## src/rtl/acmp_pkg.sv

```systemverilog
package acmp_pkg;
  // Register offsets in data space
  localparam logic [7:0] CTRL_STATUS_OFS = 8'h50;   // Control and status
  localparam logic [7:0] PIN_DISABLE_OFS = 8'h7f;   // Pin input buffer disable
  // Control/status field positions
  localparam int POWER_OFF_BIT   = 7;               // Comparator power off
  localparam int BANDGAP_BIT     = 6;               // Bandgap replaces positive input
  localparam int RESULT_BIT      = 5;               // Synchronised result, read only
  localparam int IRQ_FLAG_BIT    = 4;               // Sticky event flag
  localparam int IRQ_ENABLE_BIT  = 3;               // Interrupt enable
  localparam int CAPTURE_BIT     = 2;               // Route result to capture unit
  localparam int MODE_HI_BIT     = 1;               // Edge mode field, high bit
  localparam int MODE_LO_BIT     = 0;               // Edge mode field, low bit
  // Pin disable field positions
  localparam int POS_BUF_OFF_BIT = 0;               // Positive pin buffer off
  localparam int NEG_BUF_OFF_BIT = 1;               // Negative pin buffer off
  localparam int PIN_COUNT       = 2;               // Comparator pins
  // Reset values
  localparam logic [7:0] CTRL_STATUS_RST = 8'h00;
  localparam logic [7:0] PIN_DISABLE_RST = 8'h00;
  // Analog level model
  localparam int LEVEL_W      = 10;                 // Width of a sampled voltage code
  localparam int CHANNELS     = 8;                  // Converter channel pins
  localparam int CHAN_SEL_W   = 3;                  // Low channel-select bits
  localparam logic [9:0] BANDGAP_LEVEL = 10'h168;   // Plain default reference code
  // Edge mode codes
  typedef enum logic [1:0] {
    MODE_TOGGLE   = 2'h0,
    MODE_RESERVED = 2'h1,
    MODE_FALLING  = 2'h2,
    MODE_RISING   = 2'h3
  } edge_mode_t;
endpackage : acmp_pkg

```

## src/rtl/acmp_front_if.sv

```systemverilog
`timescale 1ns/1ns
`default_nettype none
interface acmp_front_if;
  logic                               power_off;       // Comparator switched off
  logic                               bandgap_sel;     // Positive input is bandgap
  logic                               neg_mux_enable;  // Negative input via channel mux
  logic                               converter_enable;// Converter owns the mux
  logic [acmp_pkg::CHAN_SEL_W-1:0]    channel_sel;     // Channel for negative input
  logic                               result;          // Synchronised compare result

  // Control side drives selections, reads result
  modport ctrl (output power_off, bandgap_sel, neg_mux_enable, converter_enable, channel_sel,
                input result);
  // Front end takes selections, returns result
  modport front (input power_off, bandgap_sel, neg_mux_enable, converter_enable, channel_sel,
                 output result);
endinterface : acmp_front_if
`default_nettype wire

```

## src/rtl/acmp_front.sv

```systemverilog
`timescale 1ns/1ns
`default_nettype none
module acmp_front (
  // Clock and reset
  input  wire logic                          sys_clk_i,
  input  wire logic                          rstn_i,
  // Sampled analog levels
  input  wire logic [acmp_pkg::LEVEL_W-1:0]  positive_input_pin_i,
  input  wire logic [acmp_pkg::LEVEL_W-1:0]  negative_input_pin_i,
  input  wire logic [acmp_pkg::LEVEL_W-1:0]  chan_level_i [acmp_pkg::CHANNELS],
  // Control link
  acmp_front_if.front                        fr
);
  // Mux path only when enabled and the converter is off
  wire logic                         use_chan;
  wire logic [acmp_pkg::LEVEL_W-1:0] pos_level;   // Selected positive level
  wire logic [acmp_pkg::LEVEL_W-1:0] neg_level;   // Selected negative level
  wire logic                         raw_cmp;     // Unsynchronised compare
  logic                              sync1_ff;    // First synchroniser stage
  logic                              sync2_ff;    // Second synchroniser stage

  assign use_chan  = fr.neg_mux_enable & ~fr.converter_enable;                   // [RULE_02]
  assign neg_level = use_chan ? chan_level_i[fr.channel_sel]                    // [RULE_02]
                              : negative_input_pin_i;                           // [RULE_03]
  assign pos_level = fr.bandgap_sel ? acmp_pkg::BANDGAP_LEVEL                   // [RULE_06]
                                    : positive_input_pin_i;
  assign raw_cmp   = (pos_level > neg_level);                                   // [RULE_01]

  // Two-stage synchroniser, held low while powered off
  always_ff @(posedge sys_clk_i) begin
    if (!rstn_i || fr.power_off) begin
      sync1_ff <= 1'b0;                                                         // [RULE_18]
      sync2_ff <= 1'b0;
    end else begin
      sync1_ff <= raw_cmp;                                                      // [RULE_07]
      sync2_ff <= sync1_ff;
    end
  end

  assign fr.result = sync2_ff;
endmodule : acmp_front
`default_nettype wire

```

## src/rtl/analog_comparator_ctrl.sv

```systemverilog
// Behaviour
// RULE_01: Result high when positive exceeds negative.
// RULE_02: Mux on, converter off: channel pick.
// RULE_03: Otherwise dedicated negative pin is used.
// RULE_04: Power-off bit switches comparator off anytime.
// RULE_05: Software drops irq enable before power change.
// RULE_06: Bandgap select replaces positive pin input.
// RULE_07: Result synchronised, one to two cycles.
// RULE_08: Matching edge event sets irq flag.
// RULE_09: Flag clears on vector taken or write-one.
// RULE_10: Request needs flag, enable, global enable.
// RULE_11: Capture enable feeds result to timer.
// RULE_12: Capture disabled: no timer connection.
// RULE_13: Mode: toggle, reserved, falling, rising.
// RULE_14: Software drops irq enable before mode change.
// RULE_15: Buffer disable bits force pin reads zero.
// RULE_16: Software clears converter power reduction first.
// RULE_17: Edge against previous cycle; reserved never sets.
// RULE_18: Powered off: result zero, no edges.
`timescale 1ns/1ns
`default_nettype none
module analog_comparator_ctrl (
  // Clock and reset
  input  wire logic                          sys_clk_i,
  input  wire logic                          rstn_i,
  // Register port
  input  wire logic [7:0]                    addr_i,
  input  wire logic                          wr_en_i,
  input  wire logic                          rd_en_i,
  input  wire logic [7:0]                    wdata_i,
  output logic [7:0]                         rdata_o,
  // Sampled analog levels
  input  wire logic [acmp_pkg::LEVEL_W-1:0]  positive_input_pin_i,
  input  wire logic [acmp_pkg::LEVEL_W-1:0]  negative_input_pin_i,
  input  wire logic [acmp_pkg::LEVEL_W-1:0]  chan_level_i [acmp_pkg::CHANNELS],
  // Converter settings seen by the comparator
  input  wire logic                          neg_mux_enable_i,
  input  wire logic                          converter_enable_i,
  input  wire logic [acmp_pkg::CHAN_SEL_W-1:0] channel_select_low_i,
  // Interrupt handshake with the core
  input  wire logic                          global_irq_enable_i,
  input  wire logic                          irq_taken_i,
  output logic                               irq_req_o,
  // Timer capture front end
  output logic                               capture_o,
  // Comparator pin digital inputs
  input  wire logic [acmp_pkg::PIN_COUNT-1:0] pin_digital_i,
  output logic [acmp_pkg::PIN_COUNT-1:0]     pin_digital_o,
  // Analog power control
  output logic                               comparator_power_off_o
);
  // The front end picks the levels, compares them and synchronises the result.
  // This module owns the registers, the event flag and every output.
  // Each output leaves through a flip-flop, so what the core and the timer see
  // lags the synchronised result by one more edge.

  // Control/status fields, changed only by the write strobe, except the flag
  // The result is not stored here; the flag is
  logic                              power_off_ff;       // Comparator power off
  logic                              bandgap_ff;         // Bandgap select
  logic                              flag_ff;            // Sticky event flag
  logic                              irq_en_ff;          // Interrupt enable
  logic                              capture_en_ff;      // Capture routing enable
  acmp_pkg::edge_mode_t              mode_ff;            // Edge mode
  logic [acmp_pkg::PIN_COUNT-1:0]    buf_off_ff;         // Pin buffer disable bits
  logic                              prev_ff;            // Result one cycle earlier
  logic [7:0]                        rdata_ff;           // Read data
  logic                              irq_ff;             // Interrupt request
  logic                              capture_ff;         // Capture feed
  logic [acmp_pkg::PIN_COUNT-1:0]    pin_ff;             // Gated pin reads

  // Decodes and next values
  // Next values of the flag and output bank are named wires, so that clocked bank stays plain
  wire logic                         sel_ctrl;           // Control/status addressed
  wire logic                         sel_pins;           // Pin disable addressed
  wire logic                         wr_ctrl;            // Control/status write
  wire logic                         wr_pins;            // Pin disable write
  wire logic                         rise;               // Rising edge seen
  wire logic                         fall;               // Falling edge seen
  wire logic                         event_hit;          // Event matches mode
  wire logic                         flag_clr;           // Flag clear request
  wire logic                         nxt_flag;           // Next flag value
  wire logic [7:0]                   ctrl_view;          // Control/status read view
  wire logic [7:0]                   pins_view;          // Pin disable read view
  wire logic [7:0]                   nxt_rdata;          // Next read data
  wire logic [acmp_pkg::PIN_COUNT-1:0] nxt_pin;          // Next gated pin reads
  wire logic                         result;             // Synchronised result
  wire logic                         nxt_irq;            // Next request level
  wire logic                         nxt_capture;        // Next capture feed

  // Front end with input selection and synchroniser
  // Converter settings come from the converter's own registers; this block
  // only watches them and never writes them back
  acmp_front_if fif ();

  assign fif.power_off        = power_off_ff;                                   // [RULE_04]
  assign fif.bandgap_sel      = bandgap_ff;                                     // [RULE_06]
  assign fif.neg_mux_enable   = neg_mux_enable_i;                               // [RULE_02]
  assign fif.converter_enable = converter_enable_i;                             // [RULE_03]
  assign fif.channel_sel      = channel_select_low_i;
  assign result               = fif.result;

  acmp_front u_front (
    .sys_clk_i            (sys_clk_i),
    .rstn_i               (rstn_i),
    .positive_input_pin_i (positive_input_pin_i),
    .negative_input_pin_i (negative_input_pin_i),
    .chan_level_i         (chan_level_i),
    .fr                   (fif.front)
  );

  // Address decode
  // Full byte compared, so no alias of either register exists
  assign sel_ctrl = (addr_i == acmp_pkg::CTRL_STATUS_OFS);
  assign sel_pins = (addr_i == acmp_pkg::PIN_DISABLE_OFS);
  assign wr_ctrl  = wr_en_i & sel_ctrl;
  assign wr_pins  = wr_en_i & sel_pins;

  // Edge detection against the previous result, gated while powered off
  // Both detectors see the synchronised result only, so a glitch on the raw
  // compare that misses the synchroniser never becomes an event.
  // The forced low while powered off would look like a falling edge; the
  // power-off gate hides it. A rise after power returns is a real event, so
  // software keeps the interrupt disabled across that change.
  assign rise = result & ~prev_ff & ~power_off_ff;                               // [RULE_17]
  assign fall = ~result & prev_ff & ~power_off_ff;                               // [RULE_18]

  // Mode match; reserved code never fires
  // Toggle takes either edge; the reserved code matches no term below
  assign event_hit = (mode_ff == acmp_pkg::MODE_TOGGLE  && (rise | fall)) ||     // [RULE_13]
                     (mode_ff == acmp_pkg::MODE_FALLING && fall) ||              // [RULE_13]
                     (mode_ff == acmp_pkg::MODE_RISING  && rise);                // [RULE_17]

  // Clear by vector taken or by writing one; a same-cycle event wins
  // Writing zero to the flag position leaves the flag alone
  assign flag_clr = irq_taken_i | (wr_ctrl & wdata_i[acmp_pkg::IRQ_FLAG_BIT]);   // [RULE_09]
  assign nxt_flag = event_hit | (flag_ff & ~flag_clr);                           // [RULE_08]

  // Read views, reserved bits zero
  // Read data is zero with no read strobed, so the data bus can merge this
  // block with its neighbours without a select
  assign ctrl_view = {power_off_ff, bandgap_ff, result, flag_ff,
                      irq_en_ff, capture_en_ff, mode_ff};
  assign pins_view = {6'h00, buf_off_ff};
  assign nxt_rdata = !rd_en_i ? 8'h00 :
                     sel_ctrl ? ctrl_view :
                     sel_pins ? pins_view : 8'h00;

  // Request needs flag, both enables and no vector being taken
  assign nxt_irq     = nxt_flag & irq_en_ff & global_irq_enable_i & ~irq_taken_i; // [RULE_10]
  // Capture feed carries the result only while routing is on
  assign nxt_capture = capture_en_ff & result;                                   // [RULE_11] [RULE_12]

  // Pin buffer gating, one per comparator pin
  // A disabled buffer reads zero whatever level sits on the pin
  genvar gi;
  generate
    for (gi = 0; gi < acmp_pkg::PIN_COUNT; gi++) begin : g_pin
      assign nxt_pin[gi] = pin_digital_i[gi] & ~buf_off_ff[gi];                  // [RULE_15]
    end
  endgenerate

  // Control/status register
  // Result and flag positions of the write data are not stored here
  always_ff @(posedge sys_clk_i) begin
    if (!rstn_i) begin
      power_off_ff  <= acmp_pkg::CTRL_STATUS_RST[acmp_pkg::POWER_OFF_BIT];
      bandgap_ff    <= acmp_pkg::CTRL_STATUS_RST[acmp_pkg::BANDGAP_BIT];
      irq_en_ff     <= acmp_pkg::CTRL_STATUS_RST[acmp_pkg::IRQ_ENABLE_BIT];
      capture_en_ff <= acmp_pkg::CTRL_STATUS_RST[acmp_pkg::CAPTURE_BIT];
      mode_ff       <= acmp_pkg::MODE_TOGGLE;
    end else if (wr_ctrl) begin
      power_off_ff  <= wdata_i[acmp_pkg::POWER_OFF_BIT];                         // [RULE_04]
      bandgap_ff    <= wdata_i[acmp_pkg::BANDGAP_BIT];
      irq_en_ff     <= wdata_i[acmp_pkg::IRQ_ENABLE_BIT];
      capture_en_ff <= wdata_i[acmp_pkg::CAPTURE_BIT];
      mode_ff       <= acmp_pkg::edge_mode_t'(wdata_i[acmp_pkg::MODE_HI_BIT:acmp_pkg::MODE_LO_BIT]);
    end
  end

  // Pin disable register
  // Only the two low bits exist; the upper bits read zero
  always_ff @(posedge sys_clk_i) begin
    if (!rstn_i) begin
      buf_off_ff <= acmp_pkg::PIN_DISABLE_RST[acmp_pkg::PIN_COUNT-1:0];
    end else if (wr_pins) begin
      buf_off_ff <= wdata_i[acmp_pkg::NEG_BUF_OFF_BIT:acmp_pkg::POS_BUF_OFF_BIT];
    end
  end

  // Flag, edge history and registered outputs
  // The flag is sticky: an event sets it, a taken vector or a write of one
  // clears it. When both land on one edge the event wins, so no edge is lost
  // between the handler clearing the flag and the next comparator change.
  // The request drops on the edge the vector is taken, so the core never
  // sees the same event twice while the flag clears.
  // Edge history follows the result every edge, powered or not.
  always_ff @(posedge sys_clk_i) begin
    if (!rstn_i) begin
      flag_ff    <= 1'b0;
      prev_ff    <= 1'b0;
      rdata_ff   <= 8'h00;
      irq_ff     <= 1'b0;
      capture_ff <= 1'b0;
      pin_ff     <= '0;
    end else begin
      flag_ff    <= nxt_flag;                                                    // [RULE_08]
      prev_ff    <= result;                                                      // [RULE_17]
      rdata_ff   <= nxt_rdata;
      irq_ff     <= nxt_irq;                                                     // [RULE_10]
      capture_ff <= nxt_capture;                                                 // [RULE_11] [RULE_12]
      pin_ff     <= nxt_pin;                                                     // [RULE_15]
    end
  end

  // Outputs straight from flip-flops
  // Nothing combinational reaches a pin, so the core and timer see clean levels
  assign rdata_o                = rdata_ff;
  assign irq_req_o              = irq_ff;
  assign capture_o              = capture_ff;
  assign pin_digital_o          = pin_ff;
  assign comparator_power_off_o = power_off_ff;                                  // [RULE_04]
endmodule : analog_comparator_ctrl
`default_nettype wire

```

## config.mk

```make
export PLATFORM = sky130hd
export DESIGN_NAME = analog_comparator_ctrl
export DESIGN_NICKNAME = d
export VERILOG_FILES = /design/src/rtl/acmp_pkg.sv /design/src/rtl/acmp_front_if.sv /design/src/rtl/acmp_front.sv /design/src/rtl/analog_comparator_ctrl.sv
export SDC_FILE = /design/constraint.sdc
export NUM_CORES = 1
export LEC_CHECK = 0
export BUFFER_PORTS_ARGS = -buffer_cell sky130_fd_sc_hd__buf_2
export CAP_MARGIN = 40
export CORE_UTILIZATION = 44
export DETAILED_ROUTE_END_ITERATION = 8
export GPL_TIMING_DRIVEN = 0
export HOLD_SLACK_MARGIN = 0.06
export PLACE_DENSITY = 0.86
export SYNTH_ARGS = -nofsm -noshare
export SYNTH_HDL_FRONTEND = slang
export SYNTH_HIERARCHICAL = 1
export SYNTH_SLANG_ARGS = --single-unit
```

## constraint.sdc

```tcl
create_clock -name sys_clk_i -period 4.7 [get_ports sys_clk_i]
set_input_delay 0.705 -clock sys_clk_i [delete_from_list [all_inputs] [get_ports sys_clk_i]]
set_output_delay 0.705 -clock sys_clk_i [all_outputs]
set_load 0.05 [all_outputs]
```

# Yosys cells after proc, flatten, opt, wreduce, memory -nomap -nowiden
# Cells that the tools add are included.
[op_classes] n_lt_le_gt_ge=2 n_eq_ne=4 muxes=7 n_bitwise=27 n_reduce_logical=9
[ops] cell="$mux 10" n=4
[ops] cell="$bmux 10 s3" n=1
[ops] cell="$eq 8x7->1 const B" n=2
[ops] cell="$and 1x1->1" n=15
[ops] cell="$gt 10x10->1" n=1
[ops] cell="$mux 8" n=1
[ops] cell="$not 1->1" n=8
[ops] cell="$eq 2x2->1 const B" n=2
[ops] cell="$ge 4x4->1 const B" n=1
[ops] cell="$not 3->4" n=1
[ops] cell="$logic_and 1x1->1" n=3
[ops] cell="$logic_or 1x1->1" n=3
[ops] cell="$or 1x1->1" n=3
[ops] cell="$logic_not 2->1" n=1
[ops] cell="$mux 2" n=1
[ops] cell="$reduce_and 2->1" n=1
[ops] cell="$logic_not 1->1" n=1
[totals] register_bits=24 input_bits=129 word_cells=63

# Longest topological paths before layout
# Gate-level depths: netlist of run 1.
[logic_depth] depth_word=11 ltp_mapped=10 ltp_nobuf=9

# By module
# The synthesis of run 1 kept the hierarchy.
[modules_own_cells] module="acmp_front" instances=1 cells_per_inst=98 area_per_inst_um2=1056.0
[modules_own_cells] module="analog_comparator_ctrl" instances=1 cells_per_inst=87 area_per_inst_um2=860.8

# Worst setup path before layout of run 1
# Ideal clock, no wire load.
[synth_timing] path_type="input port to flip-flop" from="input port channel_select_low_i[0] in the netlist's numbering" to="register u_front.sync1_ff" arrival_ns=2.478 required_ns=4.575 setup_slack_ns=2.097 stages=9 path_buffers=1 path_cell_list="buf_6 -> mux4_2 -> mux2i_1 -> nand2_1 -> o21ai_2 -> ha_1 -> a211oi_1 -> nor2_1 -> o41a_1"
[synth_via] elab_chain_cells=6
[synth_lines] item="from (decl)" line="analog_comparator_ctrl.sv:39" source="input wire logic [acmp_pkg::CHAN_SEL_W-1:0] channel_select_low_i,"
[synth_lines] item="$not 3->4 (not written as such)" line="acmp_front.sv:23" source="assign neg_level = use_chan ? chan_level_i[fr.channel_sel]"
[synth_lines] item="$bmux 10 s3" line="acmp_front.sv:23"
[synth_lines] item="$mux 10 (not written as such) (2 in a row)" line="acmp_front.sv:23"
[synth_lines] item="$mux 10" line="acmp_front.sv:23"
[synth_lines] item="$gt 10x10->1" line="acmp_front.sv:27" source="assign raw_cmp = (pos_level > neg_level);"
[synth_lines] item="to (signal assigned)" line="acmp_front.sv:35" source="sync1_ff <= raw_cmp;"
[synth_lines] item="to (decl)" line="acmp_front.sv:19" source="logic sync1_ff;"
# No other way between the ends. The select of a mux whose other input is x is not followed.
# A chain may end at the register's enable or synchronous reset.

# Worst setup path after layout of run 1
# Same ends and word-level chain as after synthesis.

==> results of run 1 <==
## cell usage after synthesis (2+ instances only)
library cell / number / area (µm²)
a21oi_1: 5 / 25.02
and2_1: 7 / 43.79
and3_1: 2 / 12.51
buf_4: 2 / 15.01
buf_6: 2 / 22.52
clkbuf_1: 3 / 11.26
clkbuf_8: 2 / 27.53
dfxtp_1: 24 / 480.5
ha_1: 10 / 125.1
inv_1: 2 / 7.510
mux2i_1: 18 / 180.2
mux4_2: 20 / 450.4
nand2_1: 30 / 112.6
nand2b_1: 2 / 12.51
nand3_1: 5 / 25.02
nand4_1: 3 / 18.77
nor2_1: 6 / 22.52
nor2b_1: 7 / 43.79
nor3_1: 2 / 10.01
nor4bb_1: 2 / 20.02
o21ai_1: 5 / 25.02
o21ai_2: 4 / 35.03
or2_2: 4 / 25.02
## final cells by class
type	instances	area, µm²	share of cell area [%]
antenna	1	2.502	0.09191
buffer	10	81.33	2.987
clock buffer	4	55.05	2.022
inverter	2	7.507	0.2757
multi-input combinational	149	1348	49.49
sequential	24	480.5	17.65
tap	50	62.56	2.298
timing repair buffer	137	685.7	25.18
## kinds of logic (layout without fill, tap and decap cells)
logic type | after synthesis | count (layout)
other | 0 | 1
multiplexers | 38 | 38
AND/OR/NAND/NOR | 77 | 77
adder cells (fa/ha/maj) | 10 | 10
flip-flops | 24 | 24
buffers and inverters | 12 | 153
XOR/XNOR | 1 | 1
AO/OA/AOI/OAI | 23 | 23
## worst max-delay path, delay by kind of cell
kind,cells,cell delay [ns]
adders and majority gates,1,0.26
and+or+nand+nor,2,0.15
muxes,2,0.65
buffers and inverters,1,0.16
AOI/OAI and AO/OA,3,0.66
## sequential cells by signal (all words and copies together) (netlist names), 2 cells and up
signal	cells
rdata_o	8
pin_digital_o	2
buf_off_ff	2
mode_ff	2
## metal layers
layer  routed length [µm]  global-route usage (%)  vias up
met1                 1967                   26.32      918
met3                  362                   5.167       17
li1                     -                       -      984
met5                    0                       0        -
met2                 3111                   48.04      108
met4                  189                   15.10        0
## power groups by stage
stage / sequential [mW] / combinational [mW] / clock (mW)
floorplan: 0.216 / 0.0907 / 0
global placement: 0.213 / 0.158 / 0
detailed placement: 0.213 / 0.164 / 0
CTS: 0.208 / 0.164 / 0.142
global route: 0.209 / 0.180 / 0.154
finish: 0.208 / 0.164 / 0.141
## through the flow
stage	util (%)	setup WS, ns	cells
final	66.63	2.271	377
after global routing	66.63	2.181	377
after CTS	66.56	2.266	376
after detailed placement	65.22	1.985	372
after global placement	65.22	2.008	372
after floorplan	-	2.097	185
## final timing paths
check                           slack [ns]  cells after the start           endpoint                     from
worst max register to register        2.91                      6   u_front/sync1_ff               bandgap_ff
worst max-delay path                  2.27                      9   u_front/sync1_ff  channel_select_low_i[0]
worst min register to register        0.41                      2  u_front/fr.result         u_front/sync1_ff
worst min-delay path                  0.41                      2  u_front/fr.result         u_front/sync1_ff
==> flow_metrics.tcl, run 1 <==
set metrics [dict create \
    clock_skew_ns 0.002725 \
    cp_data_arrival_time_ns 2.59 \
    port_buffers 137 \
    place_hpwl_mm 4.974 \
    wirelength_mm 5.629 \
    drive_above_1_share_pct 55.21 \
    grt_max_degree 14 \
    hold_buffers 0 \
    start_util_pct 46.91 \
    post_cts_buffers 0 \
    power_density_mw_per_mm2 188.3 \
    vias 2027 \
    cts_max_level 1 \
    rsz0062_at_grt "no" \
    synth_mux_area_share_pct 32.90 \
    cts.sinks 24 \
    intPower_mw 0.3774 \
    syn-instance-count 185 \
    crit_slowest_cell "mux4_2" \
    slew_violations 0 \
    synth_seq_cells 24 \
    grt_pass1_wl_mm 8.818 \
    p_seq_share_pct 40.6 \
    cts_tree "yes" \
    max_freq_ghz 0.4116 \
    nFillCells 330 \
    cts_made_buffers 3 \
    rows 23 \
    mostFrequentLayoutCells "buf_2 (138), nand2_1 (30), dfxtp_1 (24)" \
    io_pins 142 \
    antenna_found_initial 1 \
    setup_violations 0 \
    gp_congestion 0.8735 \
    synth-xor-area-share_pct 0.4569 \
    cts_resized 0 \
    cp.required_ns 4.86 \
    vdd_drop_max_v 0.00008844 \
    remaining_drc_errors 0 \
    tightest_slew_ns 0.4895 \
    p_clk_share_pct 27.4 \
    synth_top_family_by_area "multiplexers" \
    overflow 0 \
    combPwrFrac_pct 31.9 \
    fin_setup_tns_ns 0 \
    fin_hold_ws_ns 0.4130 \
    outcome "completed" \
    crit_path_max_incr_delay_ns 0.50 \
    yosys.area_share.simple_pct 22.26 \
    synth_ff_type "dfxtp_1" \
    post_drt_wl_per_cell_um 14.93 \
    synth_edf_count 0 \
    synthAdderAreaFrac_pct 6.527 \
    globalRouteTotalUtil_pct 25.83 \
    slew_headroom_pct 67.37 \
    die_area_mm2 0.004625 \
    start_kind "input port" \
    end_kind "flop" \
    synthToLayoutAreaGrowth_pct 42.04 \
    grt_pass1_vias 2020 \
    p_sw_mw 0.1352 \
    hold_viol_final 0 \
    first_pass_iters 5 \
    crit_path_cell_trace "buf_6 -> mux4_2 -> mux2i_1 -> nand2_1 -> o21ai_2 -> ha_1 -> a211oi_1 -> nor2_1 -> o41a_1" \
    synth_area_mm2 0.001917 \
    cp_max_fo 10 \
    fin_nets 466 \
    final.min_clock_period_ns 2.429 \
    crit_type "in -> reg" \
    total_leakage_power_nw 1.340 \
    core_mm2 0.004086 \
    die_x_um 68.01 \
    yosysSeqAreaShare_pct 25.07 \
    synth_compound_area_share_pct 8.159 \
    clock_path_buffers 2 \
    mostFrequentLayoutCell "buf_2" \
    place_area_mm2 0.002665 \
    power.total_mw 0.5126 \
    synth.avg_cell_area_um2 10.36 \
    vias_per_cell 5.377 \
    cts_root_buffer "clkbuf_8" \
    clock_latency_ns 0.27 \
    yosysUniqueCellTypes 41 \
    syn_nets 324 \
    die_y_um 68.01 \
    maxCapViolCount 0 \
    ant_nets 0 \
    fin_crit_sh_pct 51.69 \
    drtIter0Drc 91 \
    hold_class "reg -> reg" \
    swShare_pct 26.37 \
    ys_async_sr_fraction_pct 0 \
    synth_warnings 6 \
    path_clk_slew_ns 0.08 \
    final_area_mm2 0.002723 \
]
(Power assumes the default switching activity.)
==> inputs of run 2 (changes only) <==
--- a/config.mk
+++ b/config.mk
@@ -7,11 +7,11 @@
 export LEC_CHECK = 0
 export BUFFER_PORTS_ARGS = -buffer_cell sky130_fd_sc_hd__buf_2
 export CAP_MARGIN = 40
-export CORE_UTILIZATION = 44
+export CORE_UTILIZATION = 41
 export DETAILED_ROUTE_END_ITERATION = 8
 export GPL_TIMING_DRIVEN = 0
 export HOLD_SLACK_MARGIN = 0.06
-export PLACE_DENSITY = 0.86
+export PLACE_DENSITY = 0.81
 export SYNTH_ARGS = -nofsm -noshare
 export SYNTH_HDL_FRONTEND = slang
 export SYNTH_HIERARCHICAL = 1
==> constraint.sdc (replaced) <==
create_clock -name sys_clk_i -period 2.36 [get_ports sys_clk_i]
set_input_delay 0.354 -clock sys_clk_i [delete_from_list [all_inputs] [get_ports sys_clk_i]]
set_output_delay 0.354 -clock sys_clk_i [all_outputs]
set_load 0.05 [all_outputs]
==> run 2 against run 1 <==
Compared with the run above:
- cell count rose by 0.27%
- via count decreased by 2.3%
- design area is 0.60% higher
- total power up 110%
- non-clock buffer count is the same
- die area increased by 7.1%
- routed wire length is 5.7% lower
- first-iteration DRC count down 46%
- hold slack got worse by 0.12 ns
- clock power increased by 150%
- worst setup slack worse by 2.0 ns
- register-to-register slack worse by 2.3 ns
- critical endpoint unchanged
- largest cell class unchanged
==> flow_metrics.tcl, run 2 (synthesis results as in run 1) <==
set metrics [dict create \
    first_pass_iters 4 \
    mostFrequentLayoutCell "buf_2" \
    port_buffers 137 \
    grt_pass1_vias 1997 \
    drive_above_1_share_pct 55.21 \
    clock_path_buffers 2 \
    synthToLayoutAreaGrowth_pct 42.89 \
    die_y_um 70.38 \
    hold_viol_final 0 \
    cp_max_fo 10 \
    grt_max_degree 15 \
    max_freq_ghz 0.4739 \
    io_pins 142 \
    slew_headroom_pct 64.47 \
    cp.required_ns 2.51 \
    vdd_drop_max_v 0.0002299 \
    maxCapViolCount 0 \
    remaining_drc_errors 0 \
    core_mm2 0.004414 \
    cts_resized 0 \
    cts.sinks 24 \
    outcome "completed" \
    hold_class "in -> reg" \
    clock_latency_ns 0.27 \
    rows 24 \
    die_x_um 70.38 \
    final_area_mm2 0.002739 \
    utilization_pct 62.05 \
    crit_path_max_incr_delay_ns 0.52 \
    power.total_mw 1.089 \
    fin_hold_ws_ns 0.2929 \
    drtIter0Drc 49 \
    power_density_mw_per_mm2 397.6 \
    rsz0062_at_grt "no" \
    antenna_cells 0 \
    hold_start "irq_taken_i" \
    dp_cells 374 \
    cts_made_buffers 3 \
    vias_per_cell 5.238 \
    post_cts_buffers 0 \
    path_clk_slew_ns 0.08 \
    slew_violations 0 \
    start_kind "input port" \
    regToRegStartpoint "bandgap_ff" \
    hold_buffers 0 \
    place_ws_ns -0.03081 \
    cts_tree "yes" \
    crit_path_cell_trace "buf_6 -> mux4_2 -> mux2i_1 -> nand2_1 -> o21ai_2 -> ha_1 -> a211oi_1 -> nor2_1 -> o41a_1" \
    cp_data_arrival_time_ns 2.26 \
    worst_slack_ns 0.2501 \
    wirelength_mm 5.310 \
    total_leakage_power_nw 1.347 \
    cp-startpoint "channel_select_low_i[0]" \
    fin_nets 466 \
    gp_congestion 0.8584 \
    start_util_pct 43.42 \
    vias 1980 \
    place_hpwl_mm 4.701 \
    setup_violations 0 \
    final.min_clock_period_ns 2.110 \
    cts_root_buffer "clkbuf_8" \
    crit_type "in -> reg" \
    largest_register_ffs 8 \
    end_kind "flop" \
    post_drt_wl_per_cell_um 14.05 \
    mostFrequentLayoutCells "buf_2 (138), nand2_1 (30), dfxtp_1 (24)" \
    fin_setup_tns_ns 0 \
    ant_nets 0 \
    antenna_found_initial 0 \
    overflow 0 \
    globalRouteTotalUtil_pct 21.91 \
    grt_pass1_wl_mm 8.631 \
    die_area_mm2 0.004953 \
    clock_skew_ns 0.006038 \
    crit_slowest_cell "mux4_2" \
    tightest_slew_ns 0.5330 \
    place_area_mm2 0.002668 \
    fin_crit_sh_pct 89.40 \
    cts_max_level 1 \
    instances_no_fill 378 \
]
## run 2: changes by cell type in the layout (fill, tap and decap cells not counted)
cell	previous run	this run
diode_2	1	0
clkbuf_8	6	5
bufinv_16	0	1
## run 2: critical path, delay by kind of cell
| family | cells | cell delay (ns) |
|---|---|---|
| adders and majority gates | 1 | 0.25 |
| muxes | 2 | 0.66 |
| and+or+nand+nor | 2 | 0.17 |
| buffers and inverters | 1 | 0.16 |
| AOI/OAI and AO/OA | 3 | 0.67 |
## run 2: final timing paths
check	endpoint	slack, ns	cells after the start
setup / recovery	u_front/sync1_ff	0.25	9
hold / removal	flag_ff	0.29	2
setup reg to reg	u_front/sync1_ff	0.57	5
hold reg to reg	u_front/fr.result	0.41	2
## run 2: area by class of cell
class	instances	area, µm²
inverters	2	7.507
repair buffers	137	685.7
clock inverters	1	30.03
plain buffers	10	81.33
well taps	52	65.06
fillers	368	1675
multi-input cells	149	1348
clock buffers	3	41.29
flip-flops and latches	24	480.5
## run 2: metal layers
layer  share of wire (%)  track usage (%)  routed length [µm]  up-vias
li1                    -                -                   -      980
met1                  39            25.20                2045      897
met2                  53            40.53                2825       90
met3                 6.0            4.473                 319       13
met4                 2.3            6.000                 121        0
met5                   0                0                   0        -
## run 2: power by group
| group | switching (mW) | leakage (nW) | internal, mW | total, mW |
|---|---|---|---|---|
| Clock | 0.125 | 0.0357 | 0.227 | 0.352 |
| Combinational | 0.132 | 1.12 | 0.190 | 0.323 |
| Sequential | 0.00330 | 0.194 | 0.411 | 0.415 |
